<file path="src/rtl/fdb_pkg.sv">
// package: constants and carriers for the floppy drive bus interface
package fdb_pkg;

  // drive bus geometry
  localparam int unsigned DRIVE_COUNT     = 4;
  localparam int unsigned TRACK_W         = 7;
  localparam logic [6:0]  INNER_TRACK_MIN = 7'h2C;  // first track past 43

  // clock rate
  localparam int unsigned CLK_MHZ = 100;

  // step pulse low time and step-to-step spacing, in microseconds
  localparam int unsigned STEP_LOW_US  = 1;
  localparam int unsigned STEP_RATE_US = 3000;
  localparam int unsigned STEP_LOW_CYC = STEP_LOW_US * CLK_MHZ;
  localparam int unsigned STEP_RATE_CYC_DEF = STEP_RATE_US * CLK_MHZ;

  // direction setup before the step edge, in nanoseconds
  localparam int unsigned DIR_SETUP_NS  = 1000;
  localparam int unsigned DIR_SETUP_CYC = (DIR_SETUP_NS + 9) / 10;

  // write pulse width in cycles (least one cycle)
  localparam int unsigned WPULSE_NS  = 200;
  localparam int unsigned WPULSE_CYC = (WPULSE_NS + 9) / 10;

  // reset values
  localparam logic [6:0] TRACK_RST = 7'h00;

  // head step direction: high toward centre
  localparam logic DIR_IN  = 1'b1;
  localparam logic DIR_OUT = 1'b0;

  // user command for the controller
  typedef struct packed {
    logic [1:0] drive;       // drive index 0..3
    logic       select;      // any drive selected
    logic       motor_on;
    logic       head_load;
    logic       side;        // 0 or 1
    logic       large_fmt;   // 8-inch drive attached
    logic       eject;
  } fdb_ctrl_type;

  // drive status seen by the user, active high
  typedef struct packed {
    logic index;
    logic outer_track;
    logic write_lock;
    logic ready;
    logic two_sided;
    logic seek_done;
  } fdb_stat_type;

  typedef enum logic [1:0] {
    ST_IDLE,
    ST_SETUP,
    ST_PULSE,
    ST_WAIT
  } fdb_step_state_type;

endpackage

</file>
<file path="src/rtl/fdb_stepper.sv">
// step pulse generator with direction setup and step-rate spacing
`timescale 1ns/1ps
module fdb_stepper
  import fdb_pkg::*;
#(
  parameter int unsigned STEP_RATE_CYC = STEP_RATE_CYC_DEF
) (
  // clock and reset
  input  wire logic clock_i,
  input  wire logic rst_n_i,
  // request
  input  wire logic req_i,
  input  wire logic dir_i,
  // result
  output logic      busy_o,
  output logic      step_n_o,
  output logic      dir_o,
  output logic      done_o
);

  // counter must hold the longest of the three loads, not just the spacing,
  // or a short simulation spacing would wrap the setup and pulse counts
  localparam int unsigned CMAX0 = (STEP_RATE_CYC > STEP_LOW_CYC)
                                  ? STEP_RATE_CYC : STEP_LOW_CYC;
  localparam int unsigned CMAX  = (CMAX0 > DIR_SETUP_CYC)
                                  ? CMAX0 : DIR_SETUP_CYC;
  localparam int unsigned CW    = $clog2(CMAX + 1);

  fdb_step_state_type state_ff, nxt_state;
  logic [CW-1:0] cnt_ff, nxt_cnt;
  logic          step_n_ff, nxt_step_n;
  logic          dir_ff, nxt_dir;
  logic          done_ff, nxt_done;

  // one negative pulse per request, then hold off for the step rate
  always_comb begin
    nxt_state  = state_ff;
    nxt_cnt    = cnt_ff;
    nxt_step_n = 1'b1;
    nxt_dir    = dir_ff;
    nxt_done   = 1'b0;
    unique case (state_ff)
      ST_IDLE: begin
        if (req_i) begin
          nxt_dir   = dir_i;
          nxt_cnt   = CW'(DIR_SETUP_CYC);
          nxt_state = ST_SETUP;
        end
      end
      ST_SETUP: begin
        if (cnt_ff <= CW'(1)) begin
          nxt_cnt    = CW'(STEP_LOW_CYC);
          nxt_step_n = 1'b0;
          nxt_state  = ST_PULSE;
        end else begin
          nxt_cnt = cnt_ff - CW'(1);
        end
      end
      ST_PULSE: begin
        if (cnt_ff <= CW'(1)) begin
          nxt_cnt   = CW'(STEP_RATE_CYC);
          nxt_state = ST_WAIT;
          nxt_done  = 1'b1;
        end else begin
          nxt_step_n = 1'b0;
          nxt_cnt    = cnt_ff - CW'(1);
        end
      end
      ST_WAIT: begin
        // spacing lets the drive settle before the next step
        if (cnt_ff <= CW'(1)) begin
          nxt_state = ST_IDLE;
        end else begin
          nxt_cnt = cnt_ff - CW'(1);
        end
      end
    endcase
  end

  // state registers
  always_ff @(posedge clock_i or negedge rst_n_i) begin
    if (!rst_n_i) begin
      state_ff  <= ST_IDLE;
      cnt_ff    <= '0;
      step_n_ff <= 1'b1;
      dir_ff    <= DIR_OUT;
      done_ff   <= 1'b0;
    end else begin
      state_ff  <= nxt_state;
      cnt_ff    <= nxt_cnt;
      step_n_ff <= nxt_step_n;
      dir_ff    <= nxt_dir;
      done_ff   <= nxt_done;
    end
  end

  assign busy_o   = (state_ff != ST_IDLE);
  assign step_n_o = step_n_ff;
  assign dir_o    = dir_ff;
  assign done_o   = done_ff;

endmodule

</file>
<file path="src/rtl/fdb_ctrl.sv">
// drive bus side of a floppy disk controller
`timescale 1ns/1ps
module fdb_ctrl
  import fdb_pkg::*;
#(
  parameter int unsigned STEP_RATE_CYC = STEP_RATE_CYC_DEF
) (
  // clock and reset
  input  wire logic         clock_i,
  input  wire logic         rst_n_i,
  // user control
  input  wire fdb_ctrl_type ctrl_i,
  input  wire logic         step_req_i,
  input  wire logic         step_dir_i,
  input  wire logic         restore_i,
  input  wire logic         write_req_i,
  input  wire logic         write_bit_i,
  input  wire logic         error_clr_i,
  // user status
  output fdb_stat_type      stat_o,
  output logic              read_pulse_o,
  output logic [6:0]        track_o,
  output logic              step_busy_o,
  output logic              write_active_o,
  output logic              write_error_o,
  // drive bus outputs
  output logic [3:0]        drive_choice_lines_o,
  output logic              motor_on_n_o,
  output logic              step_n_o,
  output logic              step_direction_o,
  output logic              write_gate_n_o,
  output logic              write_data_n_o,
  output logic              side_choice_o,
  output logic              inner_track_n_o,
  output logic              head_contact_n_o,
  output logic              eject_n_o,
  // drive bus inputs, all active low
  input  wire logic         index_n_i,
  input  wire logic         outer_track_flag_n_i,
  input  wire logic         write_lock_flag_n_i,
  input  wire logic         read_data_n_i,
  input  wire logic         ready_n_i,
  input  wire logic         two_sided_n_i,
  input  wire logic         seek_done_n_i
);

  ////////////////////////////////////////////////////////////////////////
  // input synchronisers for the drive pins

  localparam int unsigned NIN = 7;
  logic [NIN-1:0] pin_raw;
  logic [NIN-1:0] sync1_ff;
  logic [NIN-1:0] sync2_ff;
  logic [NIN-1:0] nxt_sync1;
  logic [NIN-1:0] nxt_sync2;

  assign pin_raw = {seek_done_n_i, two_sided_n_i, ready_n_i, read_data_n_i,
                    write_lock_flag_n_i, outer_track_flag_n_i, index_n_i};

  // two flops per pin, first stage read only by the second
  always_comb begin
    nxt_sync1 = pin_raw;
    nxt_sync2 = sync1_ff;
  end

  always_ff @(posedge clock_i or negedge rst_n_i) begin
    if (!rst_n_i) begin
      sync1_ff <= {NIN{1'b1}};
      sync2_ff <= {NIN{1'b1}};
    end else begin
      sync1_ff <= nxt_sync1;
      sync2_ff <= nxt_sync2;
    end
  end

  // synchronised levels, active high
  logic idx_s, trk0_s, wlock_s, rd_s, rdy_s, two_s, seek_s;
  assign idx_s   = ~sync2_ff[0];
  assign trk0_s  = ~sync2_ff[1];
  assign wlock_s = ~sync2_ff[2];
  assign rd_s    = ~sync2_ff[3];
  assign rdy_s   = ~sync2_ff[4];
  assign two_s   = ~sync2_ff[5];
  assign seek_s  = ~sync2_ff[6];

  ////////////////////////////////////////////////////////////////////////
  // head stepping

  logic step_go;
  logic stepper_busy;
  logic stepper_step_n;
  logic stepper_dir;
  logic stepper_done;
  logic step_dir_req;

  // restore steps outward until the outer-track flag shows
  assign step_dir_req = restore_i ? DIR_OUT : step_dir_i;
  assign step_go = !stepper_busy && !write_active_o
                   && (step_req_i || (restore_i && !trk0_s));

  fdb_stepper #(
    .STEP_RATE_CYC (STEP_RATE_CYC)
  ) u_stepper (
    .clock_i  (clock_i),
    .rst_n_i  (rst_n_i),
    .req_i    (step_go),
    .dir_i    (step_dir_req),
    .busy_o   (stepper_busy),
    .step_n_o (stepper_step_n),
    .dir_o    (stepper_dir),
    .done_o   (stepper_done)
  );

  // track counter follows each issued step; outer flag forces zero while the stepper is idle with direction out
  logic [6:0] track_ff, nxt_track;

  always_comb begin
    nxt_track = track_ff;
    if (trk0_s && stepper_dir == DIR_OUT && !stepper_busy) begin
      nxt_track = TRACK_RST;
    end else if (stepper_done) begin
      if (stepper_dir == DIR_IN) begin
        nxt_track = (track_ff == 7'h7F) ? track_ff : track_ff + 7'h01;
      end else if (track_ff != 7'h00) begin
        nxt_track = track_ff - 7'h01;
      end
    end
  end

  ////////////////////////////////////////////////////////////////////////
  // write path and protection check

  logic wact_ff, nxt_wact;
  logic werr_ff, nxt_werr;
  logic wdat_ff, nxt_wdat;
  logic [7:0] wcnt_ff, nxt_wcnt;

  // write gate only while asked and media not locked; bits become pulses
  always_comb begin
    nxt_wact = write_req_i && ctrl_i.select && !wlock_s
               && !stepper_busy;
    nxt_werr = werr_ff;
    if (error_clr_i) begin
      nxt_werr = 1'b0;
    end
    if (write_req_i && wlock_s) begin
      nxt_werr = 1'b1;
    end
    nxt_wcnt = (wcnt_ff != 8'h00) ? wcnt_ff - 8'h01 : 8'h00;
    if (wact_ff && write_bit_i) begin
      nxt_wcnt = 8'(WPULSE_CYC);
    end
    nxt_wdat = wact_ff && (nxt_wcnt != 8'h00);
  end

  ////////////////////////////////////////////////////////////////////////
  // bus output and status registers

  logic [3:0]   sel_ff, nxt_sel;
  logic         motor_n_ff, nxt_motor_n;
  logic         step_n_ff, dir_ff;
  logic         side_ff, nxt_side;
  logic         inner_n_ff, nxt_inner_n;
  logic         head_n_ff, nxt_head_n;
  logic         eject_n_ff, nxt_eject_n;
  fdb_stat_type stat_ff, nxt_stat;
  logic         rd_prev_ff, rd_pulse_ff, nxt_rd_pulse;
  logic         busy_ff;

  // drive-facing levels; optional inputs only reported, never awaited
  always_comb begin
    nxt_sel = 4'h0;
    if (ctrl_i.select) begin
      nxt_sel[ctrl_i.drive] = 1'b1;
    end
    nxt_motor_n = ~ctrl_i.motor_on;
    nxt_side    = ~ctrl_i.side;
    nxt_inner_n = ~(ctrl_i.large_fmt
                   && track_ff >= INNER_TRACK_MIN);
    nxt_head_n  = ~(ctrl_i.large_fmt && ctrl_i.head_load);
    nxt_eject_n = ~(ctrl_i.eject && ctrl_i.select);
    nxt_stat.index       = idx_s;
    nxt_stat.outer_track = trk0_s;
    nxt_stat.write_lock  = wlock_s;
    nxt_stat.ready       = rdy_s;
    nxt_stat.two_sided   = two_s;
    nxt_stat.seek_done   = seek_s;
    nxt_rd_pulse = rd_s && !rd_prev_ff;
  end

  always_ff @(posedge clock_i or negedge rst_n_i) begin
    if (!rst_n_i) begin
      track_ff    <= TRACK_RST;
      wact_ff     <= 1'b0;
      werr_ff     <= 1'b0;
      wdat_ff     <= 1'b0;
      wcnt_ff     <= 8'h00;
      sel_ff      <= 4'h0;
      motor_n_ff  <= 1'b1;
      step_n_ff   <= 1'b1;
      dir_ff      <= DIR_OUT;
      side_ff     <= 1'b1;
      inner_n_ff  <= 1'b1;
      head_n_ff   <= 1'b1;
      eject_n_ff  <= 1'b1;
      stat_ff     <= '0;
      rd_prev_ff  <= 1'b0;
      rd_pulse_ff <= 1'b0;
      busy_ff     <= 1'b0;
    end else begin
      track_ff    <= nxt_track;
      wact_ff     <= nxt_wact;
      werr_ff     <= nxt_werr;
      wdat_ff     <= nxt_wdat;
      wcnt_ff     <= nxt_wcnt;
      sel_ff      <= nxt_sel;
      motor_n_ff  <= nxt_motor_n;
      step_n_ff   <= stepper_step_n;
      dir_ff      <= stepper_dir;
      side_ff     <= nxt_side;
      inner_n_ff  <= nxt_inner_n;
      head_n_ff   <= nxt_head_n;
      eject_n_ff  <= nxt_eject_n;
      stat_ff     <= nxt_stat;
      rd_prev_ff  <= rd_s;
      rd_pulse_ff <= nxt_rd_pulse;
      busy_ff     <= stepper_busy || step_go;
    end
  end

  // every output straight from a flop
  assign drive_choice_lines_o = sel_ff;
  assign motor_on_n_o         = motor_n_ff;
  assign step_n_o             = step_n_ff;
  assign step_direction_o     = dir_ff;
  assign write_gate_n_o       = ~wact_ff;
  assign write_data_n_o       = ~wdat_ff;
  assign side_choice_o        = side_ff;
  assign inner_track_n_o      = inner_n_ff;
  assign head_contact_n_o     = head_n_ff;
  assign eject_n_o            = eject_n_ff;
  assign stat_o               = stat_ff;
  assign read_pulse_o         = rd_pulse_ff;
  assign track_o              = track_ff;
  assign step_busy_o          = busy_ff;
  assign write_active_o       = wact_ff;
  assign write_error_o        = werr_ff;

endmodule

</file>
<file path="config.mk">
export PLATFORM = sky130hd
export DESIGN_NAME = fdb_ctrl
export DESIGN_NICKNAME = d
export VERILOG_FILES = /design/src/rtl/fdb_pkg.sv /design/src/rtl/fdb_stepper.sv /design/src/rtl/fdb_ctrl.sv
export SDC_FILE = /design/constraint.sdc
export NUM_CORES = 1
export LEC_CHECK = 0
export ABC_AREA = 1
export BUFFER_PORTS_ARGS = -buffer_cell sky130_fd_sc_hd__buf_2
export CAP_MARGIN = 20
export CORE_ASPECT_RATIO = 0.75
export CORE_MARGIN = 2
export CORE_UTILIZATION = 47
export CTS_BUF_LIST = sky130_fd_sc_hd__clkbuf_16
export DETAILED_ROUTE_END_ITERATION = 8
export PLACE_DENSITY_LB_ADDON = 0.05
export SETUP_SLACK_MARGIN = 0.4
export SKIP_CTS_REPAIR_TIMING = 1
export SYNTH_ARGS = -nofsm -noshare
export SYNTH_HDL_FRONTEND = slang
export SYNTH_SLANG_ARGS = --single-unit
</file>
<file path="constraint.sdc">
create_clock -name clock_i -period 3.3 [get_ports clock_i]
set_clock_uncertainty 0.05 [all_clocks]
set_input_delay 0.33 -clock clock_i [delete_from_list [all_inputs] [get_ports clock_i]]
set_output_delay 0.33 -clock clock_i [all_outputs]
set_load 0.01 [all_outputs]
</file>
==> flow_summary_export.csv <==
group,metric,value,unit
finish,antenna_cells,0,
clocking,root_buffer,"clkbuf_16",
global_route,antenna_found_initial,0,
drt,vias,2988,
logic_synthesis,synthArstFlopShare,100,%
timing,max_freq,0.506,GHz
pwr,clkPwrFrac,41.3,%
logic_synthesis,yosysUniqueCellTypes,33,
logic_synthesis,synth_area_leaders,"dfrtp_1 36%, dfstp_2 14%, nand2_1 12%",
drt,routed_wl,7790,um
pwr,pwr-share-seq,45.7,%
global_route,grt_pass1_vias,2822,
pwr,leakage,2.34,nW
run,drv_cap,0,
floorplanning,io_pins,53,
pwr,netSwitchingFraction,26.8,%
logic_synthesis,synth_common_cells,"121 x nand2_1, 72 x inv_1, 56 x nor2_1",
global_route,track_usage,19.6,%
clocking,tritoncts,"yes",
critical_path,cp.required,3.46,ns
clocking,cts_buffer_depth,2,
clocking,clk_pin_slew,0.06,ns
logic_synthesis,synthCells,459,
logic_synthesis,yosys.area.top_type_share,36.0,%
logic_synthesis,yosysMostFrequentCell,"nand2_1",
status,status,"finished clean",
clocking,cts_buffers,9,
drt,antenna_left,0,
timing,max_slew.worst_pin.slew,0.928,ns
timing,setup_violations,0,
floorplanning,die-area,0.00888,sq mm
timing,post-route-min-period,1.98,ns
critical_path,crit_fanout,6,
timing,timing.final.crit_share,59.9,%
drt,drt_iter0_drc,125,
global_route,grt_overflow,0,
finish,drive_gt1_share,20.6,%
floorplanning,start_util,48.5,%
floorplanning,fp-row-count,28,
clocking,cts-htree-levels,3,
critical_path,cp.arrival,2.14,ns
logic_synthesis,ys.warnings.count,0,
global_route,grt_pass1_wl,13100,um
finish,area_growth,17.2,%
critical_path,path_cells,"inv_1, ha_1, a21oi_1, nand2_1, nand2_1, nand2_1, a21oi_1, nand2_1, nand2_1, o21ai_0",
pwr,ir_drop,0.356,mV
drt,drc_errors,0,
critical_path,critPathKind,"reg2reg",
logic_synthesis,synth-seq-cells,76,
logic_synthesis,synth_area_leader_cell,"dfrtp_1",
pwr,power_density,512,mW/mm^2
clocking,clk_latency,0.33,ns
timing,rsz0062_at_grt,"false",
timing,drv_slew,0,
floorplanning,core,0.00788,sq mm
placed_design,routabilityCongestion,0.922,
logic_synthesis,synthFlopType,"dfrtp_1",
pwr,combPwrFrac,13.0,%
placed_design,placed_area,0.00419,sq mm
floorplanning,die_y,82.1,um
critical_path,worstSetupStartpointType,"flip-flop",
logic_synthesis,syn-num-nets,496,
pwr,p_int,1.68,mW
critical_path,cp_slowest_cell,"dfrtp_1",
pwr,p_sw,0.615,mW
logic_synthesis,ys_seq_area_share,50.4,%
placed_design,dp_hpwl,5690,um
drt,detail_route.vias_per_cell,4.75,
critical_path,end_kind,"flip-flop",
clocking,clock-sinks,76,
placed_design,numPortBuffers,52,
critical_path,critical_path.max_stage_delay,0.46,ns
logic_synthesis,netlist_area,0.00382,sq mm
timing,hold_violations,0,
logic_synthesis,syn-mean-instance-area,8.33,sq um
drt,first_pass_iters,4,
finish,nets,556,
floorplanning,die_w,108,um
finish,final_area,0.00448,sq mm
global_route,grt_start_max_net_pins,77,
timing,fin_tns_setup,0,ns
logic_synthesis,synth-edff-count,0,
worst_hold_path,hp-class,"in2reg",
drt,wl_per_cell,12.4,um
critical_path,crit_top_cell,"nand2_1",
timing,max_slew_margin,38.1,%
[power groups by stage]
stage	sequential (mW)	combinational (mW)	clock, mW
floorplan	1.06	0.210	0
global placement	1.06	0.297	0
detailed placement	1.07	0.300	0
CTS	1.05	0.302	0.978
global route	1.06	0.355	1.02
finish	1.05	0.299	0.949
[routing by layer]
layer	track usage (%)	routed length, um	vias up	share of wire, %
met5	0	0	-	0
met4	6.54	92	0	1.2
met3	6.67	526	7	6.8
met2	27.6	3110	67	40
met1	28.5	4060	1375	52
li1	-	-	1539	-
[layout by cell type (no fill, tap or decap), types with 3 or more instances in the layout]
master	count
a21oi_1	12
buf_2	51
clkbuf_16	10
dfrtp_1	55
dfstp_2	21
ha_1	13
inv_1	72
inv_2	4
nand2_1	121
nand2_2	4
nand2_4	3
nand3_1	24
nand3b_1	3
nand4_1	10
nor2_1	56
nor2_2	3
nor3_1	8
o21ai_0	15
xnor2_1	5
xor2_1	10
[stage by stage]
| stage | utilization [%] | hold slack (ns) | instances | worst slack [ns] | power (mW) |
|---|---|---|---|---|---|
| final | 56.9 | 0.0399 | 629 | 1.32 | 2.30 |
| after global routing | 56.9 | 0.0264 | 629 | 1.10 | 2.43 |
| after CTS | 56.9 | 0.0248 | 629 | 1.32 | 2.33 |
| after detailed placement | 53.2 | 0.297 | 613 | 1.33 | 1.37 |
| after global placement | 53.2 | 0.295 | 613 | 1.40 | 1.36 |
| after floorplan | - | -0.0156 | 459 | 1.64 | 1.27 |
[path summary, 6_finish.rpt]
kind                                  from                   end  slack, ns  depth (start not counted)
max                        u_stepper.dir_o            track_o[5]       1.32                         10
min                              index_n_i          nxt_sync2[0]       0.04                          1
max reg2reg                u_stepper.dir_o            track_o[5]       1.32                         10
min reg2reg                   nxt_sync2[5]           sync2_ff[5]       0.30                          0
max in group asynchronous          rst_n_i  u_stepper.cnt_ff[14]       2.51                          1
min in group asynchronous          rst_n_i            wcnt_ff[1]       0.07                          1
[registers in the layout (all words and copies together), names as in the netlist, 2 cells and up]
signal,flops
u_stepper.state_ff,2
nxt_sync2,7
wcnt_ff,8
sync2_ff,7
u_stepper.cnt_ff,19
drive_choice_lines_o,4
stat_o,6
track_o,7
[worst max-delay path: cells and delay by family (launching register included)]
family | cells | cell delay (ns)
flip-flops | 1 | 0.46
AO/OA/AOI/OAI | 3 | 0.41
adder cells (fa/ha/maj) | 1 | 0.39
AND/OR/NAND/NOR | 5 | 0.36
buffers and inverters | 1 | 0.19
[area by class of cell]
class / instances / area, sq um
clock inverters: 6 / 42.5
flip-flops and latches: 76 / 1930
multi-input cells: 304 / 1580
inverters: 76 / 285
clock buffers: 10 / 250
repair buffers: 52 / 263
well taps: 105 / 131
fillers: 750 / 3400
[logic make-up (layout without fill, tap and decap cells)]
kind of cell             count (synthesis)  in the layout  share of synthesized area [%]
XOR/XNOR                                15             15                           3.44
AND/OR/NAND/NOR                        240            240                           28.2
buffers and inverters                   79            144                           8.18
AO/OA/AOI/OAI                           35             35                           4.94
flip-flops                              76             76                           50.4
adder cells (fa/ha/maj)                 14             14                           4.78
No activity file was read; power rests on OpenSTA's default activity.
